## config.mk

```make
export PLATFORM = sky130hd
export DESIGN_NAME = pmc_power_mode_clock_manager
export DESIGN_NICKNAME = d
export VERILOG_FILES = /design/src/pmc_pkg.sv /design/src/pmc_tick_if.sv /design/src/pmc_cycle_gen.sv /design/src/pmc_power_mode_clock_manager.sv /design/src/pmc_reset_seq.sv
export VERILOG_INCLUDE_DIRS = /design/src
export SDC_FILE = /design/constraint.sdc
export NUM_CORES = 1
export LEC_CHECK = 0
export BUFFER_PORTS_ARGS = -buffer_cell sky130_fd_sc_hd__buf_4
export CELL_PAD_IN_SITES_DETAIL_PLACEMENT = 0
export CELL_PAD_IN_SITES_GLOBAL_PLACEMENT = 2
export CORE_MARGIN = 2
export CORE_UTILIZATION = 35
export CTS_BUF_LIST = sky130_fd_sc_hd__clkbuf_4
export DETAILED_ROUTE_END_ITERATION = 10
export PLACE_DENSITY_LB_ADDON = 0.2
export SLEW_MARGIN = 20
export SYNTH_ARGS = -nofsm -noshare
export SYNTH_HDL_FRONTEND = slang
export SYNTH_SLANG_ARGS = --single-unit
```

## constraint.sdc

```tcl
create_clock -name sys_clk -period 3.7 [get_ports sys_clk]
set_input_delay 0.555 -clock sys_clk [delete_from_list [all_inputs] [get_ports sys_clk]]
set_output_delay 0.555 -clock sys_clk [all_outputs]
set_load 0.01 [all_outputs]
```

## src/pmc_regs.svh

```systemverilog
// register offsets, field positions, reset values and timing counts of the power mode clock manager
`ifndef PMC_REGS_SVH
`define PMC_REGS_SVH
// ====
// register offsets
`define PMC_ADDR_POWER_CONTROL_REG    8'h00
`define PMC_ADDR_PMR     8'h01
`define PMC_ADDR_WDT     8'h02
`define PMC_ADDR_STAT    8'h03
// ====
// field positions
`define PMC_POWER_CONTROL_REG_IDLE    0
`define PMC_POWER_CONTROL_REG_PD      1
`define PMC_PMR_CD_HI    7
`define PMC_PMR_CD_LO    6
`define PMC_PMR_SWB      5
`define PMC_WDT_RSTEN    0
`define PMC_WDT_RESTART  1
`define PMC_STAT_POR     0
`define PMC_STAT_WDRST   1
`define PMC_STAT_WDTO    2
// ====
// reset values
`define PMC_POWER_CONTROL_REG_RESET   8'h00
`define PMC_PMR_RESET    8'h40
`define PMC_DIV_RSVD     2'h0
`define PMC_DIV_FAST     2'h1
`define PMC_DIV_SLOW     2'h2
`define PMC_DIV_SLOWEST  2'h3
// ====
// timing counts, in clocks or machine cycles
`define PMC_CLKS_DIV4    11'h004
`define PMC_CLKS_DIV64   11'h040
`define PMC_CLKS_DIV1024 11'h400
`define PMC_RST_MIN_MC   2'h2
`define PMC_RST_HOLD_MC  2'h2
`define PMC_DIV_SETTLE   2'h2
`define PMC_WDT_RST_CLKS 10'h200
`endif

```

## src/pmc_pkg.sv

```systemverilog
// types shared by the power mode clock manager files
package pmc_pkg;
  typedef enum logic [2:0]
  {
    PMC_RUN   = 3'b001,
    PMC_IDLE  = 3'b010,
    PMC_PDOWN = 3'b100
  } pmc_state_e;
  typedef logic [1:0] pmc_div_t;
  typedef logic [7:0] pmc_byte_t;
endpackage : pmc_pkg

```

## src/pmc_tick_if.sv

```systemverilog
// interface carrying divider, tick and reset signals between the manager and its leaves
`timescale 1ns/10ps
`default_nettype none
interface pmc_tick_if;
  logic [1:0] div_sel;
  logic       idle;
  logic       pdown;
  logic       core_tick;
  logic       periph_tick;
  logic       rst_pin;
  logic       hw_rst;
  logic       sys_rst;
  modport gen (input div_sel, input idle, input pdown, output core_tick, output periph_tick);
  modport seq (input core_tick, input pdown, input rst_pin, input hw_rst, output sys_rst);
  modport ctl (output div_sel, output idle, output pdown, output rst_pin, output hw_rst,
               input core_tick, input periph_tick, input sys_rst);
endinterface : pmc_tick_if
`default_nettype wire

```

## src/pmc_cycle_gen.sv

```systemverilog
// machine cycle generator: core and peripheral tick pulses
`timescale 1ns/10ps
`default_nettype none
`include "pmc_regs.svh"
module pmc_cycle_gen
(
  // clock and reset
  input wire logic sys_clk,
  input wire logic rst_b,
  // tick carrier
  pmc_tick_if.gen  tk
);
  import pmc_pkg::*;

  function automatic logic [10:0] clks_per_cycle(input pmc_div_t d);
    case (d)
      `PMC_DIV_SLOW:    clks_per_cycle = `PMC_CLKS_DIV64;
      `PMC_DIV_SLOWEST: clks_per_cycle = `PMC_CLKS_DIV1024;
      default:          clks_per_cycle = `PMC_CLKS_DIV4;
    endcase
  endfunction : clks_per_cycle

  logic [10:0] cnt_q;
  logic [1:0]  pcnt_q;
  logic        wrap;

  // >= so a switchback to a shorter cycle never waits out the long count
  assign wrap = cnt_q >= (clks_per_cycle(tk.div_sel) - 11'h001);

  always_ff @(posedge sys_clk or negedge rst_b)
  begin
    if (!rst_b)
      cnt_q <= 11'h000;
    else if (tk.pdown || wrap)
      cnt_q <= 11'h000;
    else
      cnt_q <= cnt_q + 11'h001;
  end

  always_ff @(posedge sys_clk or negedge rst_b)
  begin
    if (!rst_b)
      pcnt_q <= 2'h0;
    else if (tk.pdown)
      pcnt_q <= 2'h0;
    else
      pcnt_q <= pcnt_q + 2'h1;
  end

  assign tk.core_tick   = !tk.pdown && wrap;
  assign tk.periph_tick = tk.idle ? (!tk.pdown && pcnt_q == 2'h3) : tk.core_tick;
endmodule : pmc_cycle_gen
`default_nettype wire

```

## src/pmc_power_mode_clock_manager.sv

```systemverilog
// power mode clock manager: idle, economy and power-down control
//
// Functional notes
// - idle request takes effect once the requesting instruction completes
// - idle gates the core clock; interrupt, timer, watchdog, serial keep ticking
// - idle holds both bus strobes high and freezes port levels
// - enabled interrupt in idle clears idle bit and resumes execution
// - reset pin high two machine cycles is a reset; restart at zero
// - watchdog runs in idle, wakes it, resets 512 clocks later if unserviced
// - reset out of idle discards the instruction after the idle request
// - divide select: 00 reserved, 01 four, 10 sixty-four, 11 1024 clocks
// - economy slows peripherals with core; idle keeps them at clock/4
// - new divide selection applies two instruction cycles after the write
// - switchback on serial activity or external interrupt acknowledge restores divide-by-4
// - switchback triggers: receive start falling edge, any transmit buffer write
// - switchback ignores serial interrupt flags
// - divide writes dropped during serial activity while switchback enabled
// - every reset source restores divide-by-4
// - power-down stops all clocks; strobes low; ports show register values
// - reset pin ends power-down and restarts at zero; watchdog cannot
// - enabled external interrupt low level wakes power-down with global enable
// - reset source flags record power-on and watchdog resets
`timescale 1ns/10ps
`default_nettype none
`include "pmc_regs.svh"
module pmc_power_mode_clock_manager
#(
  parameter int unsigned WDT_PERIOD = 131072
)
(
  // clock and reset
  input  wire logic             sys_clk,
  input  wire logic             rst_b,
  // register port
  input  wire pmc_pkg::pmc_byte_t reg_addr,
  input  wire pmc_pkg::pmc_byte_t reg_wdata,
  input  wire logic             reg_wr,
  input  wire logic             reg_rd,
  output var  pmc_pkg::pmc_byte_t reg_rdata,
  // core side
  input  wire logic             instr_done,
  input  wire logic             ale_core,
  input  wire logic             program_fetch_strobe_core,
  output logic                  cpu_cycle_en,
  output logic                  core_reset,
  output logic                  addr_latch_strobe,
  output logic                  program_fetch_strobe,
  output logic                  port_hold,
  output logic                  port_from_regs,
  output logic                  osc_run,
  output logic                  periph_tick,
  // interrupt side
  input  wire logic             irq_pending,
  input  wire logic [1:0]       ext_int_b,
  input  wire logic [1:0]       ext_int_en,
  input  wire logic             global_irq_enable,
  input  wire logic             ext_irq_ack,
  output logic                  wdt_irq,
  // serial side
  input  wire logic             ser_rx_pin,
  input  wire logic             ser_rx_enable,
  input  wire logic             ser_tx_write,
  input  wire logic             ser_busy,
  // reset sources
  input  wire logic             ext_rst_pin,
  input  wire logic             power_fail
);
  import pmc_pkg::*;

  // ====
  // declarations
  pmc_tick_if tk ();

  pmc_state_e state_q;
  pmc_state_e state_d;
  logic       idle_q;
  logic       pd_q;
  logic       swb_q;
  pmc_div_t   div_q;
  pmc_div_t   pend_div_q;
  logic       pend_q;
  logic [1:0] settle_q;
  logic       rst_en_q;
  logic [16:0] wdt_cnt_q;
  logic       armed_q;
  logic [9:0] rcnt_q;
  logic       wdto_q;
  logic       por_q;
  logic       wdrst_q;
  logic       rx_prev_q;
  logic       ale_q;
  logic       program_fetch_strobe_q;
  logic       hold_q;
  logic       regs_q;
  logic       wr_power_control_reg;
  logic       wr_pmr;
  logic       wr_wdt;
  logic       wr_stat;
  logic       restart;
  logic       sb_evt;
  logic       wdt_fire;
  logic       wdt_expire;
  logic       wake_idle;
  logic       wake_pd;
  logic       idle_req;
  logic       pd_req;
  logic       sys_rst;

  function automatic logic hit(input pmc_byte_t a, input pmc_byte_t off);
    hit = (a == off);
  endfunction : hit

  // ====
  // leaves
  pmc_cycle_gen u_gen
  (
    .sys_clk (sys_clk),
    .rst_b   (rst_b),
    .tk      (tk.gen)
  );

  pmc_reset_seq u_seq
  (
    .sys_clk (sys_clk),
    .rst_b   (rst_b),
    .tk      (tk.seq)
  );

  assign tk.div_sel = div_q;
  assign tk.idle    = (state_q == PMC_IDLE);
  assign tk.pdown   = (state_q == PMC_PDOWN);
  assign tk.rst_pin = ext_rst_pin;
  assign tk.hw_rst  = wdt_fire || power_fail;
  assign sys_rst    = tk.sys_rst;

  // ====
  // decode
  assign wr_power_control_reg  = reg_wr && hit(reg_addr, `PMC_ADDR_POWER_CONTROL_REG);
  assign wr_pmr   = reg_wr && hit(reg_addr, `PMC_ADDR_PMR);
  assign wr_wdt   = reg_wr && hit(reg_addr, `PMC_ADDR_WDT);
  assign wr_stat  = reg_wr && hit(reg_addr, `PMC_ADDR_STAT);
  assign restart  = wr_wdt && reg_wdata[`PMC_WDT_RESTART];
  assign idle_req = idle_q || (wr_power_control_reg && reg_wdata[`PMC_POWER_CONTROL_REG_IDLE]);
  assign pd_req   = pd_q || (wr_power_control_reg && reg_wdata[`PMC_POWER_CONTROL_REG_PD]);

  // flags of the serial unit are deliberately not inputs here
  assign sb_evt = swb_q && ((ser_rx_enable && rx_prev_q && !ser_rx_pin)
                  || ser_tx_write || ext_irq_ack);

  assign wake_idle = irq_pending || wdto_q;
  assign wake_pd   = global_irq_enable && |(ext_int_en & ~ext_int_b);

  // ====
  // power state
  always_comb
  begin
    state_d = state_q;
    case (state_q)
      PMC_RUN:
      begin
        if (instr_done && pd_req)
          state_d = PMC_PDOWN;
        else if (instr_done && idle_req)
          state_d = PMC_IDLE;
      end
      PMC_IDLE:
      begin
        if (wake_idle)
          state_d = PMC_RUN;
      end
      PMC_PDOWN:
      begin
        if (wake_pd)
          state_d = PMC_RUN;
      end
      default:
        state_d = PMC_RUN;
    endcase
  end

  // reset exits any mode straight to run at address zero
  always_ff @(posedge sys_clk or negedge rst_b)
  begin
    if (!rst_b)
      state_q <= PMC_RUN;
    else if (sys_rst)
      state_q <= PMC_RUN;
    else
      state_q <= state_d;
  end

  // ====
  // control register
  always_ff @(posedge sys_clk or negedge rst_b)
  begin
    if (!rst_b)
    begin
      idle_q <= 1'b0;
      pd_q   <= 1'b0;
    end
    else if (sys_rst)
    begin
      idle_q <= 1'b0;
      pd_q   <= 1'b0;
    end
    else if (wr_power_control_reg)
    begin
      idle_q <= reg_wdata[`PMC_POWER_CONTROL_REG_IDLE];
      pd_q   <= reg_wdata[`PMC_POWER_CONTROL_REG_PD];
    end
    else
    begin
      if (state_q == PMC_IDLE && wake_idle)
        idle_q <= 1'b0;
      if (state_q == PMC_PDOWN && wake_pd)
        pd_q <= 1'b0;
    end
  end

  // ====
  // economy divider
  always_ff @(posedge sys_clk or negedge rst_b)
  begin
    if (!rst_b)
      swb_q <= 1'b0;
    else if (sys_rst)
      swb_q <= 1'b0;
    else if (wr_pmr)
      swb_q <= reg_wdata[`PMC_PMR_SWB];
  end

  always_ff @(posedge sys_clk or negedge rst_b)
  begin
    if (!rst_b)
    begin
      div_q      <= `PMC_DIV_FAST;
      pend_div_q <= `PMC_DIV_FAST;
      pend_q     <= 1'b0;
      settle_q   <= 2'h0;
    end
    else if (sys_rst)
    begin
      div_q  <= `PMC_DIV_FAST;
      pend_q <= 1'b0;
    end
    else if (sb_evt)
    begin
      div_q  <= `PMC_DIV_FAST;
      pend_q <= 1'b0;
    end
    else if (wr_pmr && !(swb_q && ser_busy)
             && reg_wdata[`PMC_PMR_CD_HI:`PMC_PMR_CD_LO] != `PMC_DIV_RSVD)
    begin
      pend_div_q <= reg_wdata[`PMC_PMR_CD_HI:`PMC_PMR_CD_LO];
      pend_q     <= 1'b1;
      settle_q   <= `PMC_DIV_SETTLE;
    end
    else if (pend_q && tk.core_tick)
    begin
      settle_q <= settle_q - 2'h1;
      if (settle_q == 2'h1)
      begin
        div_q  <= pend_div_q;
        pend_q <= 1'b0;
      end
    end
  end

  always_ff @(posedge sys_clk or negedge rst_b)
  begin
    if (!rst_b)
      rx_prev_q <= 1'b1;
    else
      rx_prev_q <= ser_rx_pin;
  end

  // ====
  // watchdog
  always_ff @(posedge sys_clk or negedge rst_b)
  begin
    if (!rst_b)
      rst_en_q <= 1'b0;
    else if (wr_wdt)
      rst_en_q <= reg_wdata[`PMC_WDT_RSTEN];
  end

  // counts peripheral ticks, which stop in power-down
  assign wdt_expire = tk.periph_tick && wdt_cnt_q == 17'(WDT_PERIOD - 1);
  assign wdt_fire   = armed_q && !tk.pdown && rcnt_q == 10'h001;

  always_ff @(posedge sys_clk or negedge rst_b)
  begin
    if (!rst_b)
    begin
      wdt_cnt_q <= 17'h00000;
      armed_q   <= 1'b0;
      rcnt_q    <= 10'h000;
    end
    else if (sys_rst || restart)
    begin
      wdt_cnt_q <= 17'h00000;
      armed_q   <= 1'b0;
    end
    else
    begin
      if (wdt_expire)
        wdt_cnt_q <= 17'h00000;
      else if (tk.periph_tick)
        wdt_cnt_q <= wdt_cnt_q + 17'h00001;
      if (wdt_expire && rst_en_q && !armed_q)
      begin
        armed_q <= 1'b1;
        rcnt_q  <= `PMC_WDT_RST_CLKS;
      end
      else if (armed_q && !tk.pdown)
      begin
        rcnt_q <= rcnt_q - 10'h001;
        if (rcnt_q == 10'h001)
          armed_q <= 1'b0;
      end
    end
  end

  // ====
  // status flags, a hardware set beats a software clear
  always_ff @(posedge sys_clk or negedge rst_b)
  begin
    if (!rst_b)
      wdto_q <= 1'b0;
    else if (wdt_expire)
      wdto_q <= 1'b1;
    else if (restart || (wr_stat && reg_wdata[`PMC_STAT_WDTO]) || sys_rst)
      wdto_q <= 1'b0;
  end

  always_ff @(posedge sys_clk or negedge rst_b)
  begin
    if (!rst_b)
    begin
      por_q   <= 1'b1;
      wdrst_q <= 1'b0;
    end
    else
    begin
      if (power_fail)
        por_q <= 1'b1;
      else if (wr_stat && reg_wdata[`PMC_STAT_POR])
        por_q <= 1'b0;
      if (wdt_fire)
        wdrst_q <= 1'b1;
      else if (wr_stat && reg_wdata[`PMC_STAT_WDRST])
        wdrst_q <= 1'b0;
    end
  end

  // ====
  // read port
  always_ff @(posedge sys_clk or negedge rst_b)
  begin
    if (!rst_b)
      reg_rdata <= 8'h00;
    else if (reg_rd)
    begin
      case (reg_addr)
        `PMC_ADDR_POWER_CONTROL_REG: reg_rdata <= {6'h00, pd_q, idle_q};
        `PMC_ADDR_PMR:  reg_rdata <= {div_q, swb_q, 5'h00};
        `PMC_ADDR_WDT:  reg_rdata <= {7'h00, rst_en_q};
        `PMC_ADDR_STAT: reg_rdata <= {2'h0, state_q, wdto_q, wdrst_q, por_q};
        default:        reg_rdata <= 8'h00;
      endcase
    end
    else
      reg_rdata <= 8'h00;
  end

  // ====
  // pins, following the state that reset really leaves
  always_ff @(posedge sys_clk or negedge rst_b)
  begin
    if (!rst_b)
    begin
      ale_q  <= 1'b1;
      program_fetch_strobe_q <= 1'b1;
      hold_q <= 1'b0;
      regs_q <= 1'b0;
    end
    else
    begin
      case (sys_rst ? PMC_RUN : state_d)
        PMC_IDLE:
        begin
          ale_q  <= 1'b1;
          program_fetch_strobe_q <= 1'b1;
          hold_q <= 1'b1;
          regs_q <= 1'b0;
        end
        PMC_PDOWN:
        begin
          ale_q  <= 1'b0;
          program_fetch_strobe_q <= 1'b0;
          hold_q <= 1'b0;
          regs_q <= 1'b1;
        end
        default:
        begin
          ale_q  <= ale_core;
          program_fetch_strobe_q <= program_fetch_strobe_core;
          hold_q <= 1'b0;
          regs_q <= 1'b0;
        end
      endcase
    end
  end

  assign addr_latch_strobe    = ale_q;
  assign program_fetch_strobe = program_fetch_strobe_q;
  assign port_hold            = hold_q;
  assign port_from_regs       = regs_q;

  // core frozen whenever not running; reset flushes so nothing after idle executes
  assign cpu_cycle_en = (state_q == PMC_RUN) && tk.core_tick;
  assign core_reset   = sys_rst;
  assign osc_run      = (state_q != PMC_PDOWN);
  assign periph_tick  = tk.periph_tick;
  assign wdt_irq      = wdto_q;
endmodule : pmc_power_mode_clock_manager
`default_nettype wire

```

## src/pmc_reset_seq.sv

```systemverilog
// reset sequencer: qualifies the reset pin and stretches every reset
`timescale 1ns/10ps
`default_nettype none
`include "pmc_regs.svh"
module pmc_reset_seq
(
  // clock and reset
  input wire logic sys_clk,
  input wire logic rst_b,
  // tick carrier
  pmc_tick_if.seq  tk
);
  logic [1:0] seen_q;
  logic [1:0] hold_q;
  logic       rst_q;

  always_ff @(posedge sys_clk or negedge rst_b)
  begin
    if (!rst_b)
    begin
      seen_q <= 2'h0;
      hold_q <= `PMC_RST_HOLD_MC;
      rst_q  <= 1'b1;
    end
    else if (tk.hw_rst || (tk.pdown && tk.rst_pin))
    begin
      rst_q  <= 1'b1;
      hold_q <= `PMC_RST_HOLD_MC;
    end
    else if (tk.core_tick)
    begin
      // pin sampled once per machine cycle, last clock of the cycle
      if (tk.rst_pin)
      begin
        seen_q <= (seen_q == `PMC_RST_MIN_MC) ? seen_q : seen_q + 2'h1;
        if (seen_q + 2'h1 >= `PMC_RST_MIN_MC)
        begin
          rst_q  <= 1'b1;
          hold_q <= `PMC_RST_HOLD_MC;
        end
      end
      else
      begin
        seen_q <= 2'h0;
        if (rst_q)
        begin
          hold_q <= hold_q - 2'h1;
          if (hold_q == 2'h1)
            rst_q <= 1'b0;
        end
      end
    end
  end

  assign tk.sys_rst = rst_q;
endmodule : pmc_reset_seq
`default_nettype wire

```

=== Word level (Yosys, flattened, before mapping) ===
Index checks and enable logic that the tools add are counted.
W data, S select, Z words.

* Input port bits: 36
* Output and inout bits: 17
* RAM bits: 0
* Memories kept: 0
* Bits in read-only memories: 0
* Bits in registers: 76
* Bits in latches: 0

* Mux-type cells: 64
* Shift-type cells: 0
* Divide/modulo/power cells: 0
* Eq/ne operators: 20
* Bitwise logic cells: 6
* Add/sub/neg operators: 8
* Order comparisons: 2
* $mul: 0
* Reductions and logical operators: 75

{| class="wikitable"
|+ Operators with widths
! operator !! number
|-
| $mux W17 || 3
|-
| $mux W1 || 32
|-
| $pmux W8 S4 || 1
|-
| $logic_and A1 B1 Y1 || 31
|-
| $mux W2 || 15
|-
| $reduce_bool A3 Y1 || 8
|-
| $pmux W11 S2 || 1
|-
| $mux W10 || 2
|-
| $add A17 B1 Y17 const B || 1
|-
| $eq A17 B17 Y1 const B || 1
|-
| $eq A8 B2 Y1 const B || 2
|-
| $reduce_bool A2 Y1 || 8
|-
| $mux W3 || 5
|-
| $reduce_and A3 Y1 || 5
|-
| $add A11 B1 Y11 const B || 1
|-
| $ge A11 B11 Y1 || 1
|-
| $logic_or A1 B1 Y1 || 11
|-
| $mux W11 || 1
|-
| $sub A11 B1 Y11 const B || 1
|-
| $eq A10 B1 Y1 const B || 1
|-
| $sub A10 B1 Y10 const B || 1
|-
| $pmux W3 S3 || 1
|-
| $eq A2 B2 Y1 const B || 4
|-
| $eq A8 B1 Y1 const B || 1
|-
| 21 further kinds || 37
|}

=== Depth between registers and ports, before layout ===
* Depth after elaboration: 11
* Depth in mapped cells: 11
* Gate-level depth less buffers: 10

=== By module ===
A second synthesis with hierarchy kept.

* Cell total of the unflattened synthesis: 459
* Area, all modules: 4500.6 sq um

{| class="wikitable"
|+ By module, submodules not included
! module !! cells each !! area each (sq um) !! seq. area each (sq um) !! times used
|-
| pmc_power_mode_clock_manager || 341 || 3324.4 || 1460.2 || 1
|-
| pmc_cycle_gen || 83 || 840.8 || 325.3 || 1
|-
| pmc_reset_seq || 35 || 335.3 || 127.6 || 1
|}

=== Least setup slack after synthesis ===
Ideal clock, no wire load.

* Path type: reg-to-reg
* Start point: register wdt_cnt_q[0]
* End point: register wdt_cnt_q[12]
* Cell stages (with the launch flop): 12
* Required time: 3.570 ns
* Arrival time: 2.548 ns
* Path slack: 1.022 ns
* Path through: dfrtp_1 > ha_1 > nand3_1 > nor4_1 > and4_1 > and3_1 > ha_1 > clkbuf_1 > clkbuf_1 > a31oi_1 > o211ai_1 > o41ai_1

* Cells in the longest elaborated chain, start to end: 4
* Elaborated cells on any way between the ends: 7
* Classes of those cells: add/sub: 1; eq/ne: 1; mux: 3; reduce/logical: 2

{| class="wikitable"
|+ Ends and longest elaborated chain
! item !! line !! RTL
|-
| start: declaration || pmc_power_mode_clock_manager.sv:84 || <nowiki>logic [16:0] wdt_cnt_q;</nowiki>
|-
| start signal: assignment || pmc_power_mode_clock_manager.sv:309 || <nowiki>wdt_cnt_q <= wdt_cnt_q + 17'h00001;</nowiki>
|-
| $add A17 B1 Y17 / $eq A17 B17 Y1 (equally long branches) || pmc_power_mode_clock_manager.sv:309, pmc_power_mode_clock_manager.sv:288 ||
|-
| $mux W17 / $logic_and A1 B1 Y1 (equally long branches) || pmc_power_mode_clock_manager.sv:308, pmc_power_mode_clock_manager.sv:288 ||
|-
| $mux W17 || pmc_power_mode_clock_manager.sv:306 || <nowiki>if (wdt_expire)</nowiki>
|-
| $mux W17 || pmc_power_mode_clock_manager.sv:299 || <nowiki>else if (sys_rst || restart)</nowiki>
|}

Parallel ways exist; a longest one is shown, timed or not. The select of a mux whose other input is x is not followed.
A chain may end at the register's enable or synchronous reset.

=== Worst setup path in the final report ===
* Start point: register div_q[0]
* End point: output periph_tick

* Cells in the longest elaborated chain, start to end: 6
* Elaborated cells on any way between the ends: 7
* Classes of those cells: add/sub: 1; order compare: 1; eq/ne: 2; mux: 2; reduce/logical: 1

{| class="wikitable"
|+ Ends and longest elaborated chain
! item !! line !! RTL
|-
| start: declaration || pmc_power_mode_clock_manager.sv:79 || <nowiki>pmc_div_t div_q;</nowiki>
|-
| start signal: assignment || pmc_power_mode_clock_manager.sv:236 || <nowiki>div_q <= `PMC_DIV_FAST;</nowiki>
|-
| start signal: assignment || pmc_power_mode_clock_manager.sv:243 || <nowiki>div_q <= `PMC_DIV_FAST;</nowiki>
|-
| start signal: assignment || pmc_power_mode_clock_manager.sv:248 || <nowiki>div_q <= `PMC_DIV_FAST;</nowiki>
|-
| $eq A2 B2 Y1 || pmc_cycle_gen.sv:16 || <nowiki>case (d)</nowiki>
|-
| $pmux W11 S2 (*) || pmc_cycle_gen.sv:16 ||
|-
| $sub A11 B1 Y11 (*) || pmc_cycle_gen.sv:28 || <nowiki>assign wrap = cnt_q >= (clks_per_cycle(tk.div_sel) - 11'h001);</nowiki>
|-
| $ge A11 B11 Y1 (*) || pmc_cycle_gen.sv:28 ||
|-
| $logic_and A1 B1 Y1 (*) || pmc_cycle_gen.sv:50 || <nowiki>assign tk.core_tick = !tk.pdown && wrap;</nowiki>
|-
| $mux W1 (*) || pmc_cycle_gen.sv:51 || <nowiki>assign tk.periph_tick = tk.idle ? (!tk.pdown && pcnt_q == 2'h3) : tk.core_tick;</nowiki>
|-
| end: declaration || pmc_power_mode_clock_manager.sv:51 || <nowiki>output logic periph_tick,</nowiki>
|}

Mark *: on every way between the ends. The rest lies on a longest branch, timed or not.

==> flow_metrics.env <==
export IMPL_status="finished clean"
export IMPL_ys_warn_count=0
export IMPL_post_dp_hpwl_mm=7.22
export IMPL_wl_per_cell_um=16.2
export IMPL_cts_hold_buffers=0
export IMPL_htreeDepth=3
export IMPL_cp_start_kind="register"
export IMPL_fin_skew_ps=10.3
export IMPL_drt_pass1_iter_count=4
export IMPL_critPathMaxStageDelay_ps=580
export IMPL_synth_seq_cells=76
export IMPL_finalCritPeriodShare=0.929
export IMPL_synth_ff_type="dfrtp_1"
export IMPL_num_vias=3494
export IMPL_postCtsSetupRepairBufs=0
export IMPL_grt_antenna_before_repair=0
export IMPL_crit_arrival_ps=2880
export IMPL_nets=540
export IMPL_grt_max_degree=77
export IMPL_place_congestion=0.789
export IMPL_drtIter0Drc=187
export IMPL_synthCells=443
export IMPL_grt_ovfl_total=0
export IMPL_clock_sinks=76
export IMPL_grt_pass1_wl_mm=17.3
export IMPL_crit_path_start="div_q[0]$_DFFE_PN1P_"
export IMPL_dp_cells=622
export IMPL_dieHeight_um=113
export IMPL_cts_root_buf="clkbuf_4"
export IMPL_yosys_top_cells_area="dfrtp_1 (40%), dfstp_2 (5.7%), ha_1 (4.2%), nor2_1 (3.8%), a21oi_1 (3.5%)"
export IMPL_drv_cap=0
export IMPL_path_class="reg2out"
export IMPL_yosys_cell_types_count=61
export IMPL_fin_cells=638
export IMPL_hold_path_class="in2reg"
export IMPL_p_int_uw=1240
export IMPL_dieArea_um2=12800
export IMPL_ant_nets=0
export IMPL_power_density_nw_per_um2=383
export IMPL_routed_wl_mm=10.3
export IMPL_clk_latency_ps=460
export IMPL_start_util=0.363
export IMPL_finalSetupViolCount=0
export IMPL_worstPathRequired_ps=3140
export IMPL_pre_cts_ws_ps=745
export IMPL_antenna_cells=0
export IMPL_rsz0062_at_grt="false"
export IMPL_synthArstFlopShare=1.00
export IMPL_cp_slowest_cell="dfstp_2"
export IMPL_cp_cell_sequence="nand2_1, ha_1, a21o_1, a221oi_2, buf_4, a2bb2oi_2, and2_4, inv_2, buf_4"
export IMPL_cp_common_cell="buf_4"
export IMPL_synth_edf_count=0
export IMPL_ir_drop_mv=0.196
export IMPL_netSwitchingFraction=0.326
export IMPL_p_switching_uw=601
export IMPL_cts_resized=0
export IMPL_numCtsBuffers=9
export IMPL_cp_end_kind="output pin"
export IMPL_worst_slew_pin_slew_ps=1110
export IMPL_cp_num_buf_inv=3
export IMPL_setup_ws_ps=264
export IMPL_power_leakage_uw=0.00214
export IMPL_drc=0
export IMPL_yosys_area_top_type="dfrtp_1"
export IMPL_setup_tns_ps=0
export IMPL_hold_viol=0
export IMPL_path_delay_family="compound AO/OA/AOI/OAI gates"
export IMPL_slew_headroom=0.260
export IMPL_reg2reg_from="wdt_cnt_q[0]$_DFFE_PN0P_"
export IMPL_num_fill_cells=1172
export IMPL_synth_top_area_frac=0.402
export IMPL_clockBufferDepth=2
export IMPL_portBuffers=50
export IMPL_combPwrFrac=0.226
export IMPL_drv_slew=0
export IMPL_syn_area_per_cell_um2=9.42
export IMPL_syn_area_um2=4180
export IMPL_hold_start="ser_rx_pin"
export IMPL_syn_nets=493
export IMPL_clkTransAtPathRegs_ps=120
export IMPL_avgViaCountPerCell=5.48
export IMPL_hold_ws_ps=197
export IMPL_worstPathMaxFanout=14
export IMPL_clkPwrFrac=0.269
export IMPL_fp_row_count=39
export IMPL_cts_tree="built"
export IMPL_fin_crit_ps=3440
export IMPL_die_w_um=113
export IMPL_core_um2=11500
export IMPL_area_growth_pct=15.1
export IMPL_clock_fmax_mhz=291
export IMPL_io_pins=53
export IMPL_grt_usage=0.171
export IMPL_drive_gt1_frac=0.192
export IMPL_yosysSeqAreaShare=0.458
export IMPL_first_global_vias=3436
export IMPL_seq_power_share=0.505
final timing paths:
check	cells past startpoint	slack (ps)	end
worst max-delay path	9	260	periph_tick
max in group asynchronous	1	2790	wdrst_q$_DFFE_PN0P_
worst min register to register	1	440	u_gen.pcnt_q[0]$_DFF_PN0_
worst max register to register	9	840	wdt_cnt_q[11]$_DFFE_PN0P_
min in group asynchronous	1	230	pend_div_q[1]$_DFFE_PN0P_
worst min-delay path	1	200	rx_prev_q$_DFF_PN1_
placed cells by master, fill, tap and decap left out, types with 3 or more instances in the layout:
cell      count
nand3_1      23
o21a_1        4
clkinv_1      4
nor3_1        9
a21oi_1      29
o211ai_1      4
ha_1         14
a21o_1        9
mux2_2        4
a22o_1        3
buf_4        53
nor4_1        4
o22ai_1       4
nor2_1       42
xnor2_1       5
inv_1        25
a211oi_1      4
and4_1        3
or3_1         5
nand3b_1      5
clkbuf_4      9
xor2_1        4
o41ai_1       4
and3_1       11
nand4_1       9
a31oi_1       8
mux2i_1       5
dfrtp_1      67
nand2_1      36
and2_1        9
a32o_1        6
nor3b_1       4
dfstp_2       9
o21ai_0      21
layout make-up:
class                      count  area [um^2]  share of cell area
timing repair buffer          53          398              0.0828
tap                          143          179              0.0372
clock buffer                   9         67.6              0.0141
clock inverter                 7         57.6              0.0120
sequential                    76         1910               0.398
inverter                      27          101              0.0211
multi-input combinational    323         2090               0.435
state kept, by name (all words and copies together) (netlist names), 3 cells and up:
signal / count
reg_rdata: 8
wdt_cnt_q: 17
rcnt_q: 10
u_gen.cnt_q: 11
state_q: 3
metrics by stage:
step                      instance area (um^2)  power [uW]   util
after floorplan                           4180        1210      -
after global placement                    4680        1360  0.406
after detailed placement                  4680        1360  0.406
after CTS                                 4800        1870  0.417
after global routing                      4800        1950  0.417
final                                     4800        1840  0.417
per-layer routing:
metal	up-vias	part of all wire	global-route usage	routed length, um
li1	1706	-	-	-
met3	8	0.037	0.0493	381
met1	1725	0.47	0.227	4890
met5	-	0	0	0
met4	0	0.0086	0.0390	89
met2	55	0.48	0.276	4960
cell usage after synthesis, types with 5 or more instances:
| library cell | count |
|---|---|
| clkbuf_1 | 10 |
| a31oi_1 | 8 |
| inv_1 | 25 |
| mux2i_1 | 5 |
| nor2_1 | 42 |
| xnor2_1 | 5 |
| nand4_1 | 9 |
| nand3b_1 | 5 |
| and3_1 | 11 |
| buf_2 | 6 |
| o21ai_0 | 21 |
| nand2_1 | 36 |
| and2_1 | 9 |
| dfrtp_1 | 67 |
| a21oi_1 | 29 |
| or3_1 | 5 |
| dfstp_2 | 9 |
| nor3_1 | 9 |
| a21o_1 | 9 |
| nand3_1 | 23 |
| a32o_1 | 6 |
| ha_1 | 14 |
power groups by stage:
stage	clock network, uW	logic (uW)	registers, uW
after floorplan	0	282	929
after global placement	0	412	944
final	496	416	929
after CTS	519	422	928
after global routing	549	462	939
after detailed placement	0	417	945
kinds of logic after synthesis:
| logic type | count (synthesis) | synth area share |
|---|---|---|
| AOI/OAI and AO/OA | 116 | 0.196 |
| xor gates and xnor gates | 9 | 0.0189 |
| adders and majority gates | 14 | 0.0420 |
| buffers and inverters | 44 | 0.0417 |
| DFF | 76 | 0.458 |
| muxes | 9 | 0.0228 |
| other | 1 | 0.000898 |
| and+or+nand+nor | 174 | 0.220 |
worst reg2reg max path, stage by stage, from the launching register on:
cell and delay, ps:
dfrtp_1 430, ha_1 240, nand3_1 140, nor4_1 550, and4_1 320, and3_1 180
ha_1 220, buf_4 270, o21ai_0 130, a32o_1 280
Note: power is estimated with default switching activity, not from simulation.
